`src/hie_defs.svh`:
```
// Register offsets, field positions and reset values of the host interrupt enable block
`ifndef HIE_DEFS_SVH
`define HIE_DEFS_SVH

// ********************************
// Register byte offsets
// ********************************
`define HIE_OFS_STATUS      12'h310
`define HIE_OFS_ENABLE      12'h314
`define HIE_OFS_ISO_OR      12'h318
`define HIE_OFS_INT_OR      12'h31c
`define HIE_OFS_ATL_OR      12'h320
`define HIE_OFS_ISO_AND     12'h324
`define HIE_OFS_INT_AND     12'h328
`define HIE_OFS_ATL_AND     12'h32c

// ********************************
// Enable and status bit positions
// ********************************
`define HIE_BIT_FRAME       1
`define HIE_BIT_DMA         3
`define HIE_BIT_SUSP        5
`define HIE_BIT_CLK         6
`define HIE_BIT_INT         7
`define HIE_BIT_ATL         8
`define HIE_BIT_ISO         9
`define HIE_BIT_OTG         10

// Writable bits of the enable and status registers
`define HIE_EN_MASK         32'h0000_07ea

// ********************************
// Reset values
// ********************************
`define HIE_RST_ENABLE      32'h0000_0000
`define HIE_RST_MASK        32'h0000_0000
`define HIE_RST_STATUS      32'h0000_0000

`endif

```
`src/hie_pkg.sv`:
```
// Types shared by the host interrupt enable block
package hie_pkg;

	// One descriptor list: done map in, matching event out
	typedef enum logic [1:0] {
		HIE_LIST_ISO,
		HIE_LIST_INT,
		HIE_LIST_ATL
	} hie_list_t;

	// Bus slave data phase state
	typedef enum logic {
		HIE_PH_IDLE,
		HIE_PH_DATA
	} hie_phase_t;

endpackage : hie_pkg

```
`src/hie_match_if.sv`:
```
// Carrier between the register file and the descriptor match logic
`timescale 1ns/100ps
`default_nettype none

interface hie_match_if;
	logic [31:0] done_map;
	logic [31:0] or_mask;
	logic [31:0] and_mask;
	logic        hit;

	modport top (output done_map, output or_mask, output and_mask, input hit);
	modport match (input done_map, input or_mask, input and_mask, output hit);
endinterface : hie_match_if

`default_nettype wire

```
`src/hie_top.sv`:
```
// Host interrupt enable stage with status latch, list masks and AHB-Lite slave
//
// Local design decision: register access over AHB-Lite.
`timescale 1ns/100ps
`default_nettype none
`include "hie_defs.svh"

module hie_top
(
	input  wire logic        sys_clk,
	input  wire logic        rst,
	input  wire logic        hsel,
	input  wire logic [31:0] haddr,
	input  wire logic [1:0]  htrans,
	input  wire logic        hwrite,
	input  wire logic [2:0]  hsize,
	input  wire logic [31:0] hwdata,
	input  wire logic        hready,
	output logic      [31:0] hrdata,
	output logic             hreadyout,
	output logic             hresp,
	input  wire logic        dual_role_latch_event,
	input  wire logic [31:0] iso_done_map,
	input  wire logic [31:0] int_done_map,
	input  wire logic [31:0] async_list_done_map,
	input  wire logic        clock_stable_event,
	input  wire logic        suspend_entry_event,
	input  wire logic        dma_end_event,
	input  wire logic        frame_start_event,
	output logic             irq
);
	import hie_pkg::*;

	// ********************************
	// State
	// ********************************
	// Bus phase, captured address, read data, registers and line in one word;
	// a single register stage keeps the reset and the update in one place
	// and leaves no state outside the struct
	typedef struct packed {
		hie_phase_t  phase;
		logic        wr;
		logic [11:0] addr;
		logic [31:0] rdata;
		logic [31:0] enable;
		logic [31:0] status;
		logic [31:0] iso_or;
		logic [31:0] int_or;
		logic [31:0] atl_or;
		logic [31:0] iso_and;
		logic [31:0] int_and;
		logic [31:0] atl_and;
		logic        irq;
	} hie_state_t;

	hie_state_t  st;
	hie_state_t  next_st;
	logic [31:0] events;
	logic [11:0] bus_addr;
	logic        take;

	// One matcher per descriptor list, each with its own pair of masks
	hie_match_if iso_m ();
	hie_match_if int_m ();
	hie_match_if atl_m ();

	// ********************************
	// Descriptor list matching
	// ********************************
	assign iso_m.done_map = iso_done_map;
	assign iso_m.or_mask  = st.iso_or;
	assign iso_m.and_mask = st.iso_and;
	assign int_m.done_map = int_done_map;
	assign int_m.or_mask  = st.int_or;
	assign int_m.and_mask = st.int_and;
	assign atl_m.done_map = async_list_done_map;
	assign atl_m.or_mask  = st.atl_or;
	assign atl_m.and_mask = st.atl_and;

	hie_match u_iso (.m(iso_m));
	hie_match u_int (.m(int_m));
	hie_match u_atl (.m(atl_m));

	// Event vector in status-bit positions; inputs may be levels or
	// one-cycle pulses, since any high cycle sets the sticky status bit
	// and the bit then stays until software clears it
	always_comb
	begin
		events                   = 32'h0000_0000;
		events[`HIE_BIT_OTG]     = dual_role_latch_event;
		events[`HIE_BIT_ISO]     = iso_m.hit;
		events[`HIE_BIT_ATL]     = atl_m.hit;
		events[`HIE_BIT_INT]     = int_m.hit;
		events[`HIE_BIT_CLK]     = clock_stable_event;
		events[`HIE_BIT_SUSP]    = suspend_entry_event;
		events[`HIE_BIT_DMA]     = dma_end_event;
		events[`HIE_BIT_FRAME]   = frame_start_event;
	end

	// ********************************
	// Address phase
	// ********************************
	// A transfer starts on NONSEQ or SEQ with the bus ready; IDLE and BUSY
	// never reach the registers
	assign take = hsel & hready & htrans[1];

	// Word address; hsize is not decoded, as every register is one whole word
	// and the block repeats every 4 KB
	assign bus_addr = {haddr[11:2], 2'b00};

	// ********************************
	// Next state
	// ********************************
	always_comb
	begin
		next_st       = st;
		next_st.phase = take ? HIE_PH_DATA : HIE_PH_IDLE;
		next_st.wr    = take & hwrite;
		if (take)
		begin
			next_st.addr = bus_addr;
		end

		// Register writes land at the edge that ends their data phase
		if (st.phase == HIE_PH_DATA && st.wr)
		begin
			unique case (st.addr)
				// Writing one clears a status bit
				`HIE_OFS_STATUS:  next_st.status  = st.status & ~hwdata;
				// Reserved bits hold zero whatever software writes
				`HIE_OFS_ENABLE:  next_st.enable  = hwdata & `HIE_EN_MASK;
				`HIE_OFS_ISO_OR:  next_st.iso_or  = hwdata;
				`HIE_OFS_INT_OR:  next_st.int_or  = hwdata;
				`HIE_OFS_ATL_OR:  next_st.atl_or  = hwdata;
				`HIE_OFS_ISO_AND: next_st.iso_and = hwdata;
				`HIE_OFS_INT_AND: next_st.int_and = hwdata;
				`HIE_OFS_ATL_AND: next_st.atl_and = hwdata;
				default:          next_st.status  = st.status; // Ignored write
			endcase
		end

		// Status sticks until cleared; an event in the clearing cycle wins
		next_st.status = (next_st.status | events) & `HIE_EN_MASK;

		// Read data is picked from the values this edge stores, so a read right
		// behind a write sees the new word; the wider mux is the price of a
		// registered hrdata
		next_st.rdata = 32'h0000_0000;
		if (take && !hwrite)
		begin
			unique case (bus_addr)
				`HIE_OFS_STATUS:  next_st.rdata = next_st.status;
				`HIE_OFS_ENABLE:  next_st.rdata = next_st.enable;
				`HIE_OFS_ISO_OR:  next_st.rdata = next_st.iso_or;
				`HIE_OFS_INT_OR:  next_st.rdata = next_st.int_or;
				`HIE_OFS_ATL_OR:  next_st.rdata = next_st.atl_or;
				`HIE_OFS_ISO_AND: next_st.rdata = next_st.iso_and;
				`HIE_OFS_INT_AND: next_st.rdata = next_st.int_and;
				`HIE_OFS_ATL_AND: next_st.rdata = next_st.atl_and;
				default:          next_st.rdata = 32'h0000_0000; // Unmapped reads zero
			endcase
		end

		// Line from the stored status gated bit by bit with the stored enables
		next_st.irq = |(next_st.status & next_st.enable);
	end

	// ********************************
	// Registers
	// ********************************
	// One register stage holds the whole state; reset is synchronous,
	// so the clock must run while it is held
	always_ff @(posedge sys_clk)
	begin
		if (rst)
		begin
			// Every register clears, which also drops the line
			st         <= '0;
			st.phase   <= HIE_PH_IDLE;
			st.enable  <= `HIE_RST_ENABLE;
			st.status  <= `HIE_RST_STATUS;
			st.iso_or  <= `HIE_RST_MASK;
			st.int_or  <= `HIE_RST_MASK;
			st.atl_or  <= `HIE_RST_MASK;
			st.iso_and <= `HIE_RST_MASK;
			st.int_and <= `HIE_RST_MASK;
			st.atl_and <= `HIE_RST_MASK;
		end
		else
		begin
			st <= next_st;
		end
	end

	// ********************************
	// Outputs
	// ********************************
	// Every register answers at once, so the slave never stretches a
	// data phase and never signals an error
	assign hreadyout = 1'b1;
	assign hresp     = 1'b0;

	// Read data is zero outside the data phase of a read
	assign hrdata    = st.rdata;

	// Registered line: no glitch from the event inputs reaches the host,
	// at the cost of one cycle of latency
	assign irq       = st.irq;

endmodule : hie_top

`default_nettype wire

```
`src/hie_match.sv`:
```
// Descriptor completion matcher for one list, against its OR and AND masks
`timescale 1ns/100ps
`default_nettype none

module hie_match
(
	hie_match_if.match m
);
	import hie_pkg::*;

	logic [31:0] done_and;

	// Per-descriptor AND term: a cleared mask bit never blocks
	genvar g;
	generate
		for (g = 0; g < 32; g++)
		begin : g_and
			assign done_and[g] = m.done_map[g] | ~m.and_mask[g];
		end
	endgenerate

	// Any OR-listed descriptor done, or all AND-listed ones done
	assign m.hit = (|(m.done_map & m.or_mask))
		| ((|m.and_mask) & (&done_and));

endmodule : hie_match

`default_nettype wire

```
`config.mk`:
```
export PLATFORM = sky130hd
export DESIGN_NAME = hie_top
export DESIGN_NICKNAME = d
export VERILOG_FILES = /design/src/hie_pkg.sv /design/src/hie_match_if.sv /design/src/hie_top.sv /design/src/hie_match.sv
export VERILOG_INCLUDE_DIRS = /design/src /design/src/src
export SDC_FILE = /design/constraint.sdc
export NUM_CORES = 1
export LEC_CHECK = 0
export BUFFER_PORTS_ARGS = -buffer_cell sky130_fd_sc_hd__buf_2
export CORE_MARGIN = 5
export CORE_UTILIZATION = 61
export CTS_CLUSTER_SIZE = 12
export DETAILED_ROUTE_END_ITERATION = 8
export GPL_TIMING_DRIVEN = 0
export PLACE_DENSITY = 0.86
export SLEW_MARGIN = 0
export SYNTH_ARGS = -nofsm -noshare
export SYNTH_HDL_FRONTEND = slang
export SYNTH_SLANG_ARGS = --single-unit
```
`constraint.sdc`:
```
create_clock -name sys_clk -period 3.9 [get_ports sys_clk]
set_clock_uncertainty 0.15 [all_clocks]
set_input_delay 0.78 -clock sys_clk [delete_from_list [all_inputs] [get_ports sys_clk]]
set_output_delay 0.78 -clock sys_clk [all_outputs]
set_load 0.01 [all_outputs]
```
**After elaboration in Yosys (flattened, before gate mapping)**

Cells that the tools add are included.

- Flip-flop bits (word level): 301
- Input port bits: 175
- Output and inout bits: 35
- Word-level logic and storage cells: 264

- Eq/ne operators: 16
- Muxes and demuxes: 11
- Bitwise gates (word level): 209
- Reductions and logical operators: 14

Operators with widths:

| cell | number |
|---|---|
| 2-to-1 mux 256 bit | 1 |
| 2-to-1 mux 32 bit | 8 |
| one-hot mux 32 bit (8 select lines) | 1 |
| OR reduction 32 bit | 7 |
| equality test 10 x 8 -> 1 bit (second input constant) | 16 |
| bitwise AND 32 bit | 4 |
| OR 1 bit | 99 |
| inverter 1 bit | 97 |
| AND reduction 32 bit | 3 |
| bitwise AND 11 x 32 -> 32 bit | 1 |
| inverter 32 bit | 1 |
| OR 11 bit | 1 |
| bitwise AND 1 bit | 6 |
| logical AND 1 bit | 2 |
| OR reduction 2 bit | 1 |
| logical NOT 1 bit | 1 |
| 2-to-1 mux 1 bit | 1 |

**Depth between registers and ports, before layout**

Gate-level depths: netlist (run 1).

- Depth after elaboration: 8
- Depth in mapped cells: 9
- Depth with buffers taken out: 7

**Hierarchy**

Synthesis (run 1) repeated with hierarchy kept, for this count alone.

- Cells, all modules: 1396
- Area, all modules: 12413.2 um^2

By module, submodules not included:

| module | instances | cells each | area each (um^2) | sequential area each (um^2) |
|---|---|---|---|---|
| hie_top | 1 | 1141 | 10908.0 | 5545.3 |
| hie_match | 3 | 85 | 501.7 | 0.0 |

**Worst setup path after synthesis (run 1)**

Ideal clock, no wire load.

- Kind: input to register
- Start point: input port haddr[5]
- End point: register st (netlist bit hrdata[0])
- Setup time: 0.070 ns
- Data arrival time: 2.491 ns
- Required time: 3.680 ns
- Setup slack: 1.188 ns
- Stages: 7
- Buffers on the path: 2
- Cell sequence: nor4b_1 > nand3b_1 > nor2b_1 > clkbuf_1 > clkbuf_1 > a211oi_1 > a21oi_1

- Longest elaborated chain between the ends: 2
- Elaborated cells between the ends (all ways): 9
- Classes of those cells: eq/ne: 8; mux: 1

RTL lines:

| what | RTL line | source |
|---|---|---|
| from (decl) | hie_top.sv:13 | `input wire logic [31:0] haddr,` |
| equality test 10 x 8 -> 1 bit | hie_top.sv:151 | `unique case (bus_addr)` |
| one-hot mux 32 bit (8 select lines) (*) | hie_top.sv:151 |  |
| to (signal assigned) | hie_top.sv:191 | `st <= next_st;` |
| to (decl) | hie_top.sv:56 | `hie_state_t st;` |

Every way passes the cells marked *; elsewhere a longest branch is shown, timed or not.
A chain may end at the register's enable or synchronous reset.

**Final worst setup path (run 1)**

- Start point: register st[294] (netlist bit)
- End point: register st (netlist bit hrdata[17])

- Longest elaborated chain between the ends: 4
- Elaborated cells between the ends (all ways): 16
- Classes of those cells: eq/ne: 7; mux: 9

RTL lines:

| what | RTL line | source |
|---|---|---|
| equality test 10 x 8 -> 1 bit | hie_top.sv:127 | `unique case (st.addr)` |
| 2-to-1 mux 32 bit | hie_top.sv:127 |  |
| 2-to-1 mux 256 bit (*) | hie_top.sv:125 | `if (st.phase == HIE_PH_DATA && st.wr)` |
| one-hot mux 32 bit (8 select lines) (*) | hie_top.sv:151 |  |

Marked as above.

==> metrics, run 1 <==
pin count of the biggest net entering global routing=15; HPWL Detailed=approximately 40 mm; io pins=210; number of antenna repair diodes=0; Final Instance Area=~14,000 um^2; Synth Instances=1,391; First DRT Iteration DRCs=between 2,000 and 2,500; clock transition at the registers of the reported paths=0.06 ns; CTS H-Tree Depth=1; final-report hold violation count=0; internal power component=4.45 mW; vias in the first global route=11,600; Clock Sink Count=277; nets=approximately 1,800; relative max-transition margin=34.5%; count of input and output buffers=172; fraction of post-synthesis cell area in the top cell type by area=45.4%; fmax=~0.27 GHz; Yosys warning total=0; Power Dens Cells=403 nW/um^2; net count of the mapped netlist=1,566; part of the total power dissipated in sequential elements=between 40 and 50%; startpoint type of the worst setup path=flop; post-CTS repair timing setup buffer count=0; ranking of synthesized cells by area=sky130_fd_sc_hd__dfxtp_1 45%, sky130_fd_sc_hd__mux2i_1 16%, sky130_fd_sc_hd__nor2_1 9.2%; standard-cell rows=between 50 and 60; crit path time final=3.69 ns; count of state elements after synthesis=277; share of flip-flops with an asynchronous set or reset=0%; worst reg-to-reg setup slack=0.21 ns; result of the run=finished clean; number of buffers inserted during clock tree synthesis=29; setup repair after global routing missed its margin=no; CP Data Arrival Time=slightly below 4 ns; Req. time, crit path=4.16 ns; critical path type=flop to flop; Post-synth EDFFs=0; number of hold buffers added after CTS=0; detailed-route wire length per cell=between 20 and 30 um; element type at the critical path end=flop; Clock power frac=46.2%; launch point of the worst reg-to-reg path=st[294]; Slew @ Worst Pin=0.974 ns; Max stage delay cell, worst path=sky130_fd_sc_hd__nor4_2; detailed-route wire length=slightly above 50 mm; overall die height=152 um; Max stage delay on crit path=0.75 ns; cell area after technology mapping=about 12,000 um^2; TritonCTS clock tree=yes; crit path from=st[294]; Register-to-Register Path Depth=7; MaxCap Viol Count=0; chip width=152 um; Worst Hold Depth=2; maximum fanout count along the critical path=10; synthesis-to-finish area growth=17.1%; number of setup violations in the final report=0; global-route wire length before repair=72.6 mm; number of antenna violations at the first check in global routing=1; buffer cell driving the clock tree root=sky130_fd_sc_hd__clkbuf_16; ratio of final minimum period to clock period=94.7%; distinct cell type count after synthesis=42; leakage power summed over all cells=5.94 nW; post-cts gate resize count=0; Crit Reg-Reg Endpoint=hrdata[17]; buffer depth of the longest clock path=3; final RePlAce weighted congestion=1.10; cells traversed along the worst timing path=or4b_4 -> nor4_2 -> buf_2 -> mux2i_1 -> o22ai_1 -> a211oi_1 -> a21oi_1; worst-skew pair later-pin latency=0.56 ns; share of the yosys chip area belonging to registers=45.4%; capture point of the worst path=hrdata[17]; worst supply voltage drop on vdd=0.398 mV; gr ovfl total=0; filler instances=about 1,500; switching component of the power=1.33 mW; classification of the worst-slack hold path=flop to flop; fraction of layout instances using a drive strength above 1=16.2%; average vias per placed instance=around 6.6; core area=approximately 20,000 um^2; DR DRC count=0; cell taking the most area after synthesis=sky130_fd_sc_hd__dfxtp_1; top cells by instance count after synthesis=301 x sky130_fd_sc_hd__nor2_1, 277 x sky130_fd_sc_hd__dfxtp_1, 200 x sky130_fd_sc_hd__mux2i_1; initial core utilization=62.4%; gr usage total=43.3%; router iterations before antenna repair=6; setup tns final=0 ns; routed via count=roughly 12,000; Placed Area=13,400 um^2; most frequently used flop master after synthesis=sky130_fd_sc_hd__dfxtp_1; Mean Syn Cell Area=8.79 um^2; DIE AREA=approximately 23,000 um^2; Comb pwr share=4.6%; proportion of total power due to net switching=23.0%; leading cell type by number of instances after synthesis=sky130_fd_sc_hd__nor2_1; post-route antenna net violation count=0; Final Max Slew Viols=0
cells in the final DEF (no fill, tap or decap), drive strengths merged, types with 3 or more instances in the layout:
master	instances
a2111oi	5
a211oi	25
a21oi	46
a221oi	22
a22o	22
a22oi	4
and2	24
buf	224
clkbuf	107
clkinv	3
dfxtp	277
inv	87
mux2i	200
nand2	30
nand2b	7
nand3	13
nand4	14
nor2	301
nor2b	14
nor4	42
nor4b	6
o21ai	3
o22ai	114
cell families after synthesis:
logic type             after synthesis  synth area share (%)
other                                2                0.0614
AOI/OAI and AO/OA                  248                  13.6
and+or+nand+nor                    461                  17.2
buffers and inverters              203                  7.37
DFF                                277                  45.4
muxes                              200                  16.4
power groups by stage:
stage	sequential, mW	clock [mW]	combinational (mW)
floorplan	2.90	0	0.0693
global placement	2.90	0	0.246
detailed placement	2.90	0	0.247
CTS	2.84	2.63	0.248
global route	2.84	2.76	0.268
finish	2.84	2.67	0.266
metrics by stage:
stage                     worst slack (ns)  util, %  power (mW)  hold WS [ns]  std cells
final                                0.207     73.1        5.78         0.309       1875
after global routing                 0.269     73.1        5.87         0.324       1875
after CTS                            0.403     73.0        5.72         0.310       1875
after global placement              0.0398     68.5        3.15         0.292       1828
after floorplan                       1.19        -        2.97         0.281       1391
after detailed placement            0.0364     68.5        3.15         0.296       1828
routing by layer:
metal / vias up / part of all wire (%) / track usage (%)
met5: - / 0.025 / 0
met4: 2 / 6.0 / 20.4
met3: 216 / 15 / 12.5
met2: 1122 / 42 / 65.3
met1: 5682 / 37 / 57.5
li1: 5274 / - / -
layout make-up:
class / instances / area, um^2 / share of cell area, %
clock buffers: 42 / 835 / 5.83
repair buffers: 172 / 861 / 6.01
inverters: 86 / 323 / 2.25
flip-flops and latches: 277 / 5550 / 38.7
clock inverters: 5 / 57.6 / 0.402
plain buffers: 117 / 578 / 4.04
well taps: 265 / 332 / 2.32
multi-input cells: 911 / 5790 / 40.4
registers in the layout, indices dropped and copies added, names as in the netlist:
signal and count:
int_m.or_mask 32, iso_m.or_mask 32, irq 1, int_m.and_mask 32, hrdata 32, atl_m.and_mask 32
iso_m.and_mask 32, st 52, atl_m.or_mask 32
worst max-delay path, delay by kind of cell, from the launching register on:
kind / cells / cell delay, ns
AO/OA/AOI/OAI: 3 / 0.57
multiplexers: 1 / 0.65
buffers and inverters: 1 / 0.51
AND/OR/NAND/NOR: 2 / 1.32
flip-flops: 1 / 0.33
worst min path at each step:
stage	startpoint	slack [ns]	endpoint
6_report	st[296]	0.31	st[296]
5_1_grt	dual_role_latch_event	0.32	st[203]
4_1_cts	st[296]	0.31	st[296]
3_5_place_dp	st[250]	0.30	st[250]
3_3_place_gp	st[296]	0.29	st[296]
2_1_floorplan	st[225]	0.28	st[225]
Note: power is estimated with default switching activity, not from simulation.
==> run 2, diff against run 1 <==
- CORE_UTILIZATION: 61 -> 63
- CTS_BUF_LIST: not set -> sky130_fd_sc_hd__clkbuf_4 sky130_fd_sc_hd__clkbuf_8
- PLACE_DENSITY: 0.86 -> 0.88
==> metrics, run 2 (same netlist as run 1, synthesis figures left out) <==
Slew @ Worst Pin=1.15 ns (+0.180 ns); relative max-transition margin=22.4% (-12 points); maximum fanout count along the critical path=10 (unchanged); Pwr Total=5.70 mW (-1.4%); count of input and output buffers=172 (unchanged); Global Route met2 Usage=68.6% (+3.3 points); core area=19,300 um^2 (-1.6%); fraction of layout instances using a drive strength above 1=18.1% (+1.9 points); Largest register FFs=52 (unchanged); most utilized layer in the global route result=met2; classification of the worst-slack hold path=flop to flop; nets=1,785 (+0.90%); post-route antenna net violation count=0 (unchanged); overall die height=149 um (-1.5%); met3 demand-to-capacity share in global routing=17.0% (+4.5 points); CTS H-Tree Depth=2 (+1); io pins=210 (unchanged); post-cts gate resize count=0 (unchanged); detailed-route wire length=52.5 mm (+3.0%); vias in the first global route=12,300 (+5.3%); hold path startpoint=st[255]; gr usage total=45.9% (+2.6 points); number of antenna repair diodes=0 (unchanged); fmax=0.264 GHz (-2.5%); standard-cell rows=51 (unchanged); worst supply voltage drop on vdd=0.489 mV (+23%); DIE AREA=22,300 um^2 (-3.0%); filler instances=1,456 (-4.8%); number of setup violations in the final report=0 (unchanged); crit path from=st[294]; Req. time, crit path=4.17 ns (about the same); final-report hold violation count=0 (unchanged); result of the run=finished clean; setup tns final=0 ns (unchanged); leakage power summed over all cells=5.98 nW (+0.69%); router iterations before antenna repair=7 (+1); average vias per placed instance=6.58 (+0.31%); Placed Area=13,400 um^2 (unchanged); crit path time final=3.79 ns (+0.0935 ns); buffer cell driving the clock tree root=sky130_fd_sc_hd__clkbuf_8; First DRT Iteration DRCs=2,232 (+6.6%); TritonCTS clock tree=yes; clock transition at the registers of the reported paths=0.06 ns (about the same); number of hold buffers added after CTS=0 (unchanged); number of buffers inserted during clock tree synthesis=45 (+55%); DR DRC count=0 (unchanged); worst-skew pair later-pin latency=0.57 ns (about the same); detailed-route wire length per cell=27.6 um (+1.4%); grt met1 use=56.8% (-0.67 points); pin count of the biggest net entering global routing=12 (-3); Max stage delay cell, worst path=sky130_fd_sc_hd__nor4_2; Final Instance Area=14,300 um^2 (about the same); chip width=149 um (-1.5%); most common library cell in the layout ignoring fill and taps=sky130_fd_sc_hd__nor2_1; HPWL Detailed=41.0 mm (+1.4%); Power Dens Cells=398 nW/um^2 (-1.4%); Clock Sink Count=277 (unchanged); gr ovfl total=0 (unchanged); count of placed standard cells in the final layout, fillers left out=1,904 (+1.5%); Final Max Slew Viols=0 (unchanged); MaxCap Viol Count=0 (unchanged); synthesis-to-finish area growth=17.2% (about the same); worst slack after detailed placement=-0.0531 ns (-0.0895 ns); post-CTS repair timing setup buffer count=0 (unchanged); cells traversed along the worst timing path=or4b_4 -> nor4_2 -> buf_2 -> mux2i_1 -> o22ai_1 -> a211oi_1 -> a21oi_1; routed via count=12,500 (+1.9%); setup repair after global routing missed its margin=no; startpoint type of the worst setup path=flop; ratio of final minimum period to clock period=97.1% (+2.4 points); final RePlAce weighted congestion=1.11 (+0.84%); final cell utilization of the core=74.3% (+1.2 points); element type at the critical path end=flop; final worst slack=0.113 ns (-0.0935 ns); register with the highest flop count=st; CP Data Arrival Time=4.06 ns (+0.11 ns); leading cell types in the layout, fill and taps excluded=301 x sky130_fd_sc_hd__nor2_1, 277 x sky130_fd_sc_hd__dfxtp_1, 200 x sky130_fd_sc_hd__mux2i_1; Max stage delay on crit path=0.88 ns (+0.13 ns); Placed Instances=1,828 (unchanged); number of antenna violations at the first check in global routing=2 (+1); critical path type=flop to flop; global-route wire length before repair=75.6 mm (+4.1%); Post-Route Hold Slack=0.315 ns (+0.00629 ns); buffer depth of the longest clock path=3 (unchanged); initial core utilization=63.4% (+1.0 points); launch point of the worst reg-to-reg path=st[294]
run 2: changes by cell type in the layout (fill, tap and decap cells not counted), sizes merged:
cell	delta
clkbuf	+30
bufinv	-1
inv	-1
clkinvlp	+1
run 2: layout make-up:
type                            instances  area, um^2  share of cell area (%)
Multi-Input combinational cell        911        5790                    40.4
Sequential cell                       277        5550                    38.7
Clock buffer                           72         872                    6.09
Timing Repair Buffer                  172         861                    6.01
Buffer                                117         578                    4.04
Tap cell                              265         332                    2.32
Inverter                               86         323                    2.25
Clock inverter                          4        26.3                   0.183
run 2: final timing paths:
check / to / slack [ns] / cells after the start
worst min-delay path: st[255] / 0.31 / 1
worst min register to register: st[255] / 0.31 / 1
worst max register to register: hrdata[19] / 0.11 / 7
worst max-delay path: hrdata[19] / 0.11 / 7
run 2: per-layer routing:
layer	up-vias	share of wire [%]	wire length, um
li1	5305	-	-
met1	5740	35	18200
met2	1172	42	21900
met3	304	16	8400
met4	4	7.5	3950
met5	-	0.051	27
run 2: where the power goes:
part           internal [mW]  total, mW  switching [mW]
registers               2.84       2.84         0.00405
clock network           1.41       2.59            1.18
logic                 0.0761      0.269           0.193
total                   4.32       5.70            1.38
run 2: worst max-delay path, delay by kind of cell (launching register included):
kind	cells	cell delay (ns)
AO/OA/AOI/OAI	3	0.57
buffers and inverters	1	0.52
flip-flops	1	0.33
multiplexers	1	0.61
AND/OR/NAND/NOR	2	1.46
